$ cat config.mk
export PLATFORM = sky130hd
export DESIGN_NAME = acmp_control
export DESIGN_NICKNAME = d
export VERILOG_FILES = /design/src/acmp_pkg.sv /design/src/acmp_control.sv /design/src/acmp_edge.sv /design/src/acmp_sync.sv
export VERILOG_INCLUDE_DIRS = /design/src
export SDC_FILE = /design/constraint.sdc
export NUM_CORES = 1
export LEC_CHECK = 0
export BUFFER_PORTS_ARGS = -buffer_cell sky130_fd_sc_hd__buf_2
export CORE_ASPECT_RATIO = 1.4
export CORE_UTILIZATION = 40
export CTS_CLUSTER_SIZE = 40
export DETAILED_ROUTE_END_ITERATION = 16
export HOLD_SLACK_MARGIN = 0.03
export PLACE_DENSITY = 0.67
export SKIP_LAST_GASP = 1
export SYNTH_ARGS = -nofsm -noshare
export SYNTH_HDL_FRONTEND = slang
export SYNTH_SLANG_ARGS = --single-unit
$ cat constraint.sdc
create_clock -name core_clk -period 2.2 [get_ports core_clk]
set_clock_uncertainty 0.1 [all_clocks]
set_input_delay 0.22 -clock core_clk [delete_from_list [all_inputs] [get_ports core_clk]]
set_output_delay 0.22 -clock core_clk [all_outputs]
set_load 0.01 [all_outputs]
$ cat src/acmp_defines.svh
// Register offsets, field positions, reset values and timing counts for the comparator control
`ifndef ACMP_DEFINES_SVH
`define ACMP_DEFINES_SVH

// ----------------------------------------------------------------------------
// Register byte addresses
// ----------------------------------------------------------------------------
`define ACMP_CONVERTER_CONTROL_B_IDX 8'h7B
`define ACMP_COMPARATOR_CONTROL_STATUS_IDX 8'h50
`define ACMP_CONVERTER_CHANNEL_IDX 8'h7C
`define ACMP_CONVERTER_CONTROL_A_IDX 8'h7A
`define ACMP_ADDR_W 10

// ----------------------------------------------------------------------------
// Converter control B fields
// ----------------------------------------------------------------------------
`define ACMP_CCB_BIPOLAR 7
`define ACMP_CCB_MUX_BORROW 6
`define ACMP_CCB_REFDIV_HI 5
`define ACMP_CCB_REFDIV_LO 4
`define ACMP_CCB_WMASK 8'hF7
`define ACMP_CCB_RESET 8'h00

// ----------------------------------------------------------------------------
// Comparator control/status fields
// ----------------------------------------------------------------------------
`define ACMP_CCS_DISABLE 7
`define ACMP_CCS_INTREF 6
`define ACMP_CCS_OUTPUT 5
`define ACMP_CCS_FLAG 4
`define ACMP_CCS_IRQ_EN 3
`define ACMP_CCS_CAPTURE 2
`define ACMP_CCS_MODE_HI 1
`define ACMP_CCS_MODE_LO 0
`define ACMP_CCS_RESET 8'h00

// ----------------------------------------------------------------------------
// Channel and reference encodings
// ----------------------------------------------------------------------------
`define ACMP_CHAN_MAX 5'h0A
`define ACMP_CHAN_CURRENT_SOURCE_NODE 5'h03
`define ACMP_REFSRC_INTERNAL 2'h3
`define ACMP_READ_WAIT 1

`endif

$ cat src/acmp_pkg.sv
// Types shared by the comparator control block
package acmp_pkg;

  typedef enum logic [1:0] {
    ACMP_MODE_TOGGLE = 2'b00,
    ACMP_MODE_RSVD = 2'b01,
    ACMP_MODE_FALL = 2'b10,
    ACMP_MODE_RISE = 2'b11
  } acmp_mode_t;

  typedef enum logic [1:0] {
    ACMP_NEG_PIN = 2'b00,
    ACMP_NEG_REF = 2'b01,
    ACMP_NEG_RSVD = 2'b10
  } acmp_neg_t;

endpackage

$ cat src/acmp_control.sv
// Comparator input selection, output synchronisation, event flag and register slave
//
// Overview of operation
// - Borrow on and converter off: selected converter channel drives positive input.
// - Borrow off or converter on: dedicated positive pin drives positive input.
// - Channel codes 0 to 10 valid, 3 also current source; others forbidden.
// - Internal-reference bit zero selects negative pin, one selects divider output with source 11, else flags reserved.
// - Divider codes give full, half, quarter, eighth of 2.56 V with source 11.
// - Divider field at bits 5:4 of control B, used only with internal reference.
// - Disable bit powers comparator down, writable anytime, zero powers it up.
// - Raw result reaches status bit through synchroniser, lagging one to two cycles.
// - Event flag sets on the transition kind chosen by the event mode.
// - Interrupt request only when flag, enable and global enable all set.
// - Taking the comparator vector clears the event flag.
// - Writing one to flag clears it; writing zero leaves it.
// - Mode 00 toggle, 10 falling, 11 rising, 01 reserved.
// - Capture-route bit feeds comparator output to timer capture front end.
// - Result is one when positive input exceeds negative input.
`timescale 1ns/100ps
`include "acmp_defines.svh"
module acmp_control
  import acmp_pkg::*;
(
  input wire logic core_clk,
  input wire logic reset_n,
  // Avalon-MM slave
  input wire logic [`ACMP_ADDR_W-1:0] avsAddress,
  input wire logic avsRead,
  input wire logic avsWrite,
  input wire logic [3:0] avsByteenable,
  input wire logic [31:0] avsWritedata,
  output logic [31:0] avsReaddata,
  output logic avsWaitrequest,
  output logic [1:0] avsResponse,
  // Analog comparator side
  input wire logic comparatorRaw,
  output logic comparatorPowerDown,
  output logic positiveUseChannel,
  output logic [4:0] positiveChannel,
  output logic currentSourceSelected,
  output logic negativeUseReference,
  output logic [1:0] referenceDivider,
  output logic negativeReserved,
  // Converter side
  input wire logic converterEnable,
  input wire logic [1:0] referenceSourceSelect,
  // CPU interrupt side
  input wire logic globalIrqEnable,
  input wire logic vectorTaken,
  output logic comparatorIrq,
  // Timer capture side
  output logic captureInput,
  output logic captureRouteEnable
);

  // ----------------------------------------------------------------------------
  // State
  // ----------------------------------------------------------------------------
  typedef struct packed {
    logic [7:0] ctrlB;
    logic compDisable;
    logic intRefSel;
    logic eventFlag;
    logic irqEnable;
    logic captureRoute;
    logic [1:0] eventMode;
    logic [4:0] channelSel;
    logic ackDone;
    logic [31:0] rdata;
    logic waitReq;
    logic [1:0] resp;
    logic powerDown;
    logic useChannel;
    logic [4:0] chanOut;
    logic isrcOut;
    logic useRef;
    logic [1:0] divOut;
    logic negRsvd;
    logic irq;
    logic capIn;
    logic capEn;
  } acmp_ctrl_state_t;

  acmp_ctrl_state_t state_q;
  acmp_ctrl_state_t state_d;

  logic syncOut;
  logic eventHit;
  logic access;
  logic mapped;
  logic wrLow;
  logic [7:0] wb;
  logic [7:0] statusByte;
  logic borrow;
  acmp_neg_t negSel;

  // ----------------------------------------------------------------------------
  // Synchroniser and edge detector
  // ----------------------------------------------------------------------------
  acmp_sync u_sync (
    .core_clk(core_clk),
    .reset_n(reset_n),
    .rawIn(comparatorRaw),
    .hold(state_q.compDisable),
    .syncOut(syncOut)
  );

  acmp_edge u_edge (
    .core_clk(core_clk),
    .reset_n(reset_n),
    .syncIn(syncOut),
    .eventMode(state_q.eventMode),
    .eventHit(eventHit)
  );

  // ----------------------------------------------------------------------------
  // Decode
  // ----------------------------------------------------------------------------
  always_comb begin
    access = (avsRead | avsWrite) & ~state_q.ackDone;
    mapped = 1'b0;
    if (avsAddress == `ACMP_ADDR_W'(`ACMP_CONVERTER_CONTROL_B_IDX)) begin
      mapped = 1'b1;
    end
    if (avsAddress == `ACMP_ADDR_W'(`ACMP_COMPARATOR_CONTROL_STATUS_IDX)) begin
      mapped = 1'b1;
    end
    if (avsAddress == `ACMP_ADDR_W'(`ACMP_CONVERTER_CHANNEL_IDX)) begin
      mapped = 1'b1;
    end
    // Write lands on the edge where the master sees waitrequest low
    wrLow = avsWrite & state_q.ackDone & avsByteenable[0];
    wb = avsWritedata[7:0];
    statusByte = {state_q.compDisable, state_q.intRefSel, syncOut, state_q.eventFlag,
                  state_q.irqEnable, state_q.captureRoute, state_q.eventMode};
    borrow = state_q.ctrlB[`ACMP_CCB_MUX_BORROW] & ~converterEnable;
    if (!state_q.intRefSel) begin
      negSel = ACMP_NEG_PIN;
    end else if (referenceSourceSelect == `ACMP_REFSRC_INTERNAL) begin
      negSel = ACMP_NEG_REF;
    end else begin
      negSel = ACMP_NEG_RSVD;
    end
  end

  // ----------------------------------------------------------------------------
  // Next state
  // ----------------------------------------------------------------------------
  always_comb begin
    state_d = state_q;
    // Bus handshake: one wait cycle, then answer, then re-arm
    state_d.ackDone = 1'b0;
    state_d.waitReq = 1'b1;
    if (access) begin
      state_d.ackDone = 1'b1;
      state_d.waitReq = 1'b0;
      state_d.resp = mapped ? 2'b00 : 2'b10;
      state_d.rdata = 32'h0000_0000;
      if (avsAddress == `ACMP_ADDR_W'(`ACMP_CONVERTER_CONTROL_B_IDX)) begin
        state_d.rdata[7:0] = state_q.ctrlB;
      end
      if (avsAddress == `ACMP_ADDR_W'(`ACMP_COMPARATOR_CONTROL_STATUS_IDX)) begin
        state_d.rdata[7:0] = statusByte;
      end
      if (avsAddress == `ACMP_ADDR_W'(`ACMP_CONVERTER_CHANNEL_IDX)) begin
        state_d.rdata[4:0] = state_q.channelSel;
      end
    end
    // Register writes
    if (wrLow && avsAddress == `ACMP_ADDR_W'(`ACMP_CONVERTER_CONTROL_B_IDX)) begin
      state_d.ctrlB = wb & `ACMP_CCB_WMASK;
    end
    if (wrLow && avsAddress == `ACMP_ADDR_W'(`ACMP_CONVERTER_CHANNEL_IDX)) begin
      state_d.channelSel = wb[4:0];
    end
    if (wrLow && avsAddress == `ACMP_ADDR_W'(`ACMP_COMPARATOR_CONTROL_STATUS_IDX)) begin
      state_d.compDisable = wb[`ACMP_CCS_DISABLE];
      state_d.intRefSel = wb[`ACMP_CCS_INTREF];
      state_d.irqEnable = wb[`ACMP_CCS_IRQ_EN];
      state_d.captureRoute = wb[`ACMP_CCS_CAPTURE];
      state_d.eventMode = wb[`ACMP_CCS_MODE_HI:`ACMP_CCS_MODE_LO];
      if (wb[`ACMP_CCS_FLAG]) begin
        state_d.eventFlag = 1'b0;
      end
    end
    if (vectorTaken) begin
      state_d.eventFlag = 1'b0;
    end
    // Set wins over any clear in the same cycle
    if (eventHit) begin
      state_d.eventFlag = 1'b1;
    end
    // Registered outputs
    state_d.powerDown = state_d.compDisable;
    state_d.useChannel = borrow;
    state_d.chanOut = borrow ? state_q.channelSel : 5'h00;
    state_d.isrcOut = borrow && state_q.channelSel == `ACMP_CHAN_CURRENT_SOURCE_NODE;
    state_d.useRef = negSel == ACMP_NEG_REF;
    state_d.divOut = state_q.ctrlB[`ACMP_CCB_REFDIV_HI:`ACMP_CCB_REFDIV_LO];
    state_d.negRsvd = negSel == ACMP_NEG_RSVD;
    state_d.irq = state_d.eventFlag & state_d.irqEnable & globalIrqEnable;
    state_d.capEn = state_d.captureRoute;
    state_d.capIn = state_d.captureRoute & syncOut;
  end

  always_ff @(posedge core_clk or negedge reset_n) begin
    if (!reset_n) begin
      state_q <= '0;
      state_q.waitReq <= 1'b1;
    end else begin
      state_q <= state_d;
    end
  end

  // ----------------------------------------------------------------------------
  // Outputs
  // ----------------------------------------------------------------------------
  assign avsReaddata = state_q.rdata;
  assign avsWaitrequest = state_q.waitReq;
  assign avsResponse = state_q.resp;
  assign comparatorPowerDown = state_q.powerDown;
  assign positiveUseChannel = state_q.useChannel;
  assign positiveChannel = state_q.chanOut;
  assign currentSourceSelected = state_q.isrcOut;
  assign negativeUseReference = state_q.useRef;
  assign referenceDivider = state_q.divOut;
  assign negativeReserved = state_q.negRsvd;
  assign comparatorIrq = state_q.irq;
  assign captureInput = state_q.capIn;
  assign captureRouteEnable = state_q.capEn;

endmodule

$ cat src/acmp_edge.sv
// Event detector on the synchronised comparator output
`timescale 1ns/100ps
module acmp_edge
  import acmp_pkg::*;
(
  input wire logic core_clk,
  input wire logic reset_n,
  input wire logic syncIn,
  input wire logic [1:0] eventMode,
  output logic eventHit
);

  typedef struct packed {
    logic prev;
  } acmp_edge_state_t;

  acmp_edge_state_t state_q;
  acmp_edge_state_t state_d;
  acmp_mode_t mode;

  // ----------------------------------------------------------------------------
  // Edge compare
  // ----------------------------------------------------------------------------
  always_comb begin
    state_d = state_q;
    state_d.prev = syncIn;
    mode = acmp_mode_t'(eventMode);
    eventHit = 1'b0;
    unique case (mode)
      ACMP_MODE_TOGGLE: eventHit = syncIn ^ state_q.prev;
      ACMP_MODE_RSVD: eventHit = 1'b0;
      ACMP_MODE_FALL: eventHit = state_q.prev & ~syncIn;
      ACMP_MODE_RISE: eventHit = syncIn & ~state_q.prev;
    endcase
  end

  always_ff @(posedge core_clk or negedge reset_n) begin
    if (!reset_n) begin
      state_q <= '0;
    end else begin
      state_q <= state_d;
    end
  end

endmodule

$ cat src/acmp_sync.sv
// Two-stage synchroniser with hold for the raw comparator result
`timescale 1ns/100ps
module acmp_sync
  import acmp_pkg::*;
(
  input wire logic core_clk,
  input wire logic reset_n,
  input wire logic rawIn,
  input wire logic hold,
  output logic syncOut
);

  typedef struct packed {
    logic meta;
    logic sync;
  } acmp_sync_state_t;

  acmp_sync_state_t state_q;
  acmp_sync_state_t state_d;

  // ----------------------------------------------------------------------------
  // Next state
  // ----------------------------------------------------------------------------
  always_comb begin
    state_d = state_q;
    state_d.meta = rawIn;
    // Powered-down comparator output is junk, so freeze the last clean value
    if (!hold) begin
      state_d.sync = state_q.meta;
    end
  end

  always_ff @(posedge core_clk or negedge reset_n) begin
    if (!reset_n) begin
      state_q <= '0;
    end else begin
      state_q <= state_d;
    end
  end

  assign syncOut = state_q.sync;

endmodule
==> flow_summary.yaml <==
placed_design:
  gp_congestion: 0.770
  place_hpwl_um: 3150
  place_ws_ns: 0.0204
  port_buffers: 53
final_layout:
  mostFrequentLayoutCell: "buf_2"
  nets: 310
  layout_common_cells: "buf_2, dfrtp_1, conb_1, mux2_2, buf_4"
  fillers: 529
  fin_util_pct: 47.7
  drive_above_1_share_pct: 38.7
  antenna_cells: 0
  area_delta_synth_final_pct: 15.3
die:
  core_area_um2: 5490
  ios: 106
  start_util_pct: 41.3
  floorplan.die_area_um2: 5980
  num_rows: 32
  die_w_um: 65.6
  die_h_um: 91.1
timing:
  setup_ws_ns: 0.337
  clock.fmax_mhz: 537
  finalMaxSlewViolations: 0
  setup_tns_ns: 0
  finalCriticalPeriod_ns: 1.86
  rsz0062_at_grt: "false"
  max_slew.worst_pin.slew_ns: 0.845
  slew_headroom_pct: 43.7
  hold_viol_final: 0
  min_period_over_period_pct: 84.7
  holdWs_ns: 0.0526
  setup_viol_count_final: 0
cts:
  clk_transition_reported_paths_ns: 0.08
  cts_sinks: 46
  htreeDepth: 2
  cts_buffers: 5
  cts_tree: "built"
  cts_buffer_depth: 2
  clock_tree.root_cell: "clkbuf_8"
  cts_post_setup_buffers_inserted: 0
  worst_skew_pair.late_latency_ns: 0.29
pwr:
  peakVddDrop_uv: 349
  p_per_area_nw_per_um2: 638
  p_leak_nw: 1.38
detailed_routing:
  viasPerCell: 4.80
  first_pass_iters: 4
  wl_met2_um: 2270
  wl_um: 4270
  drt-met1-wl_um: 1720
  num_vias: 1540
  drc: 0
  wl_met3_um: 208
  dr.max_layer_used: "met4"
  ant_nets: 0
  wl_per_cell_um: 13.3
  dr.first_iter.drc_count: 53
critical_path:
  startpoint_type: "input pin"
  worstSetupEndpointType: "flop"
  crit_slowest_cell: "or4_4"
  crit_chain: "buf_2 > or4_4 > or2_2 > nor3_4 > mux2_2"
  slowest_delay_ns: 0.57
  arrival_ns: 1.94
  worstPathMaxFanout: 5
  required_ns: 2.28
  critPathKind: "input pin to flop"
  ff2ff_path_depth: 6
synthesis:
  synth_top_area_cell: "dfrtp_1"
  synthTopCellsByArea: "dfrtp_1, buf_4, mux2_2"
  synth_warnings: 0
  synth_async_sr_flop_share_pct: 100
  netlist_area_um2: 2270
  syn_inst: 197
  synth-edff-count: 0
  yosysSeqAreaShare_pct: 50.8
  yosysUniqueCellTypes: 41
  ys_ff_latch: 46
  yosysTopAreaCellShare_pct: 49.7
  synth-main-ff-cell: "dfrtp_1"
  synth_area_per_cell_um2: 11.5
outcome:
  outcome: "complete, no violations"
global_route:
  grt-ovfl-total: 0
  grt_pass1_wl_um: 6960
  grt_use_total_pct: 15.6
  grt_pass1_vias: 1435
  antenna_found_initial: 0
  grt_max_degree: 40
run:
  drv_cap: 0
worst_hold_path:
  hold_class: "input pin to flop"
  min_path_cells: 2
## where the power goes
group,internal [W],total (W),switching [W]
clock network,0.000340,0.000605,0.000265
logic,0.0000692,0.000178,0.000109
registers,0.000871,0.000885,0.0000133
## worst max-delay path, delay by kind of cell
| family | cells | cell delay [ns] |
|---|---|---|
| muxes | 1 | 0.38 |
| and+or+nand+nor | 3 | 1.23 |
| buffers and inverters | 1 | 0.10 |
## kinds of logic after synthesis
family	count (synthesis)	share of synthesized area, %
buf+inv	50	15.4
flops	46	50.8
compound gates	35	9.88
fa+ha+maj	2	1.10
simple gates	45	13.5
mux	18	9.11
other cells	1	0.165
## synthesized netlist by cell type (4+ instances only)
library cell,count
nor2_1,9
inv_1,5
a31oi_1,4
o21a_1,4
buf_4,41
dfrtp_1,45
a21oi_1,7
o21ai_0,9
and2_1,9
mux2_2,17
## stage by stage
stage | total power (W) | area (µm²) | instances
after CTS | 0.00169 | 2610 | 321
after global placement | 0.00108 | 2470 | 309
after floorplan | 0.00104 | 2360 | 221
final | 0.00167 | 2610 | 321
after detailed placement | 0.00108 | 2470 | 309
after global routing | 0.00175 | 2610 | 321
## area by class of cell
type | count | area (µm²) | share of cell area [%]
Tap cell | 68 | 85.1 | 3.26
Clock inverter | 1 | 30.0 | 1.15
Inverter | 5 | 18.8 | 0.718
Clock buffer | 7 | 76.3 | 2.92
Sequential cell | 46 | 1150 | 44.1
Multi-Input combinational cell | 125 | 856 | 32.7
Timing Repair Buffer | 69 | 395 | 15.1
## what timing repair did
action	4_1_cts	5_1_grt
hold buffers	4	0
endpoints found under the hold margin	38	0
resized for setup	0	0
## state kept, by name, summed over array words and instances, names as in the netlist, 2 cells and up
signal / cells
state_d: 2
avsReaddata: 8
referenceDivider: 2
state_q: 16
positiveChannel: 5
## final timing paths
kind	from	slack, ns	end
min	converterEnable	0.05	positiveUseChannel$_DFF_PN0_
max in group asynchronous	reset_n	0.94	avsReaddata[6]$_DFFE_PN0P_
min in group asynchronous	reset_n	0.47	avsReaddata[7]$_DFFE_PN0P_
max reg2reg	u_sync.syncOut$_DFFE_PN0N_	0.36	comparatorIrq$_DFF_PN0_
max	avsAddress[9]	0.34	state_q[52]$_DFFE_PN0P_
min reg2reg	state_d[5]$_DFFE_PN0P_	0.31	referenceDivider[1]$_DFF_PN0_
## metal layers
metal  track usage [%]  vias up
li1                  -      729
met3              3.64        7
met4              5.98        0
met2              26.9       55
met1              18.3      749
met5                 0        -
(Power assumes the default switching activity.)
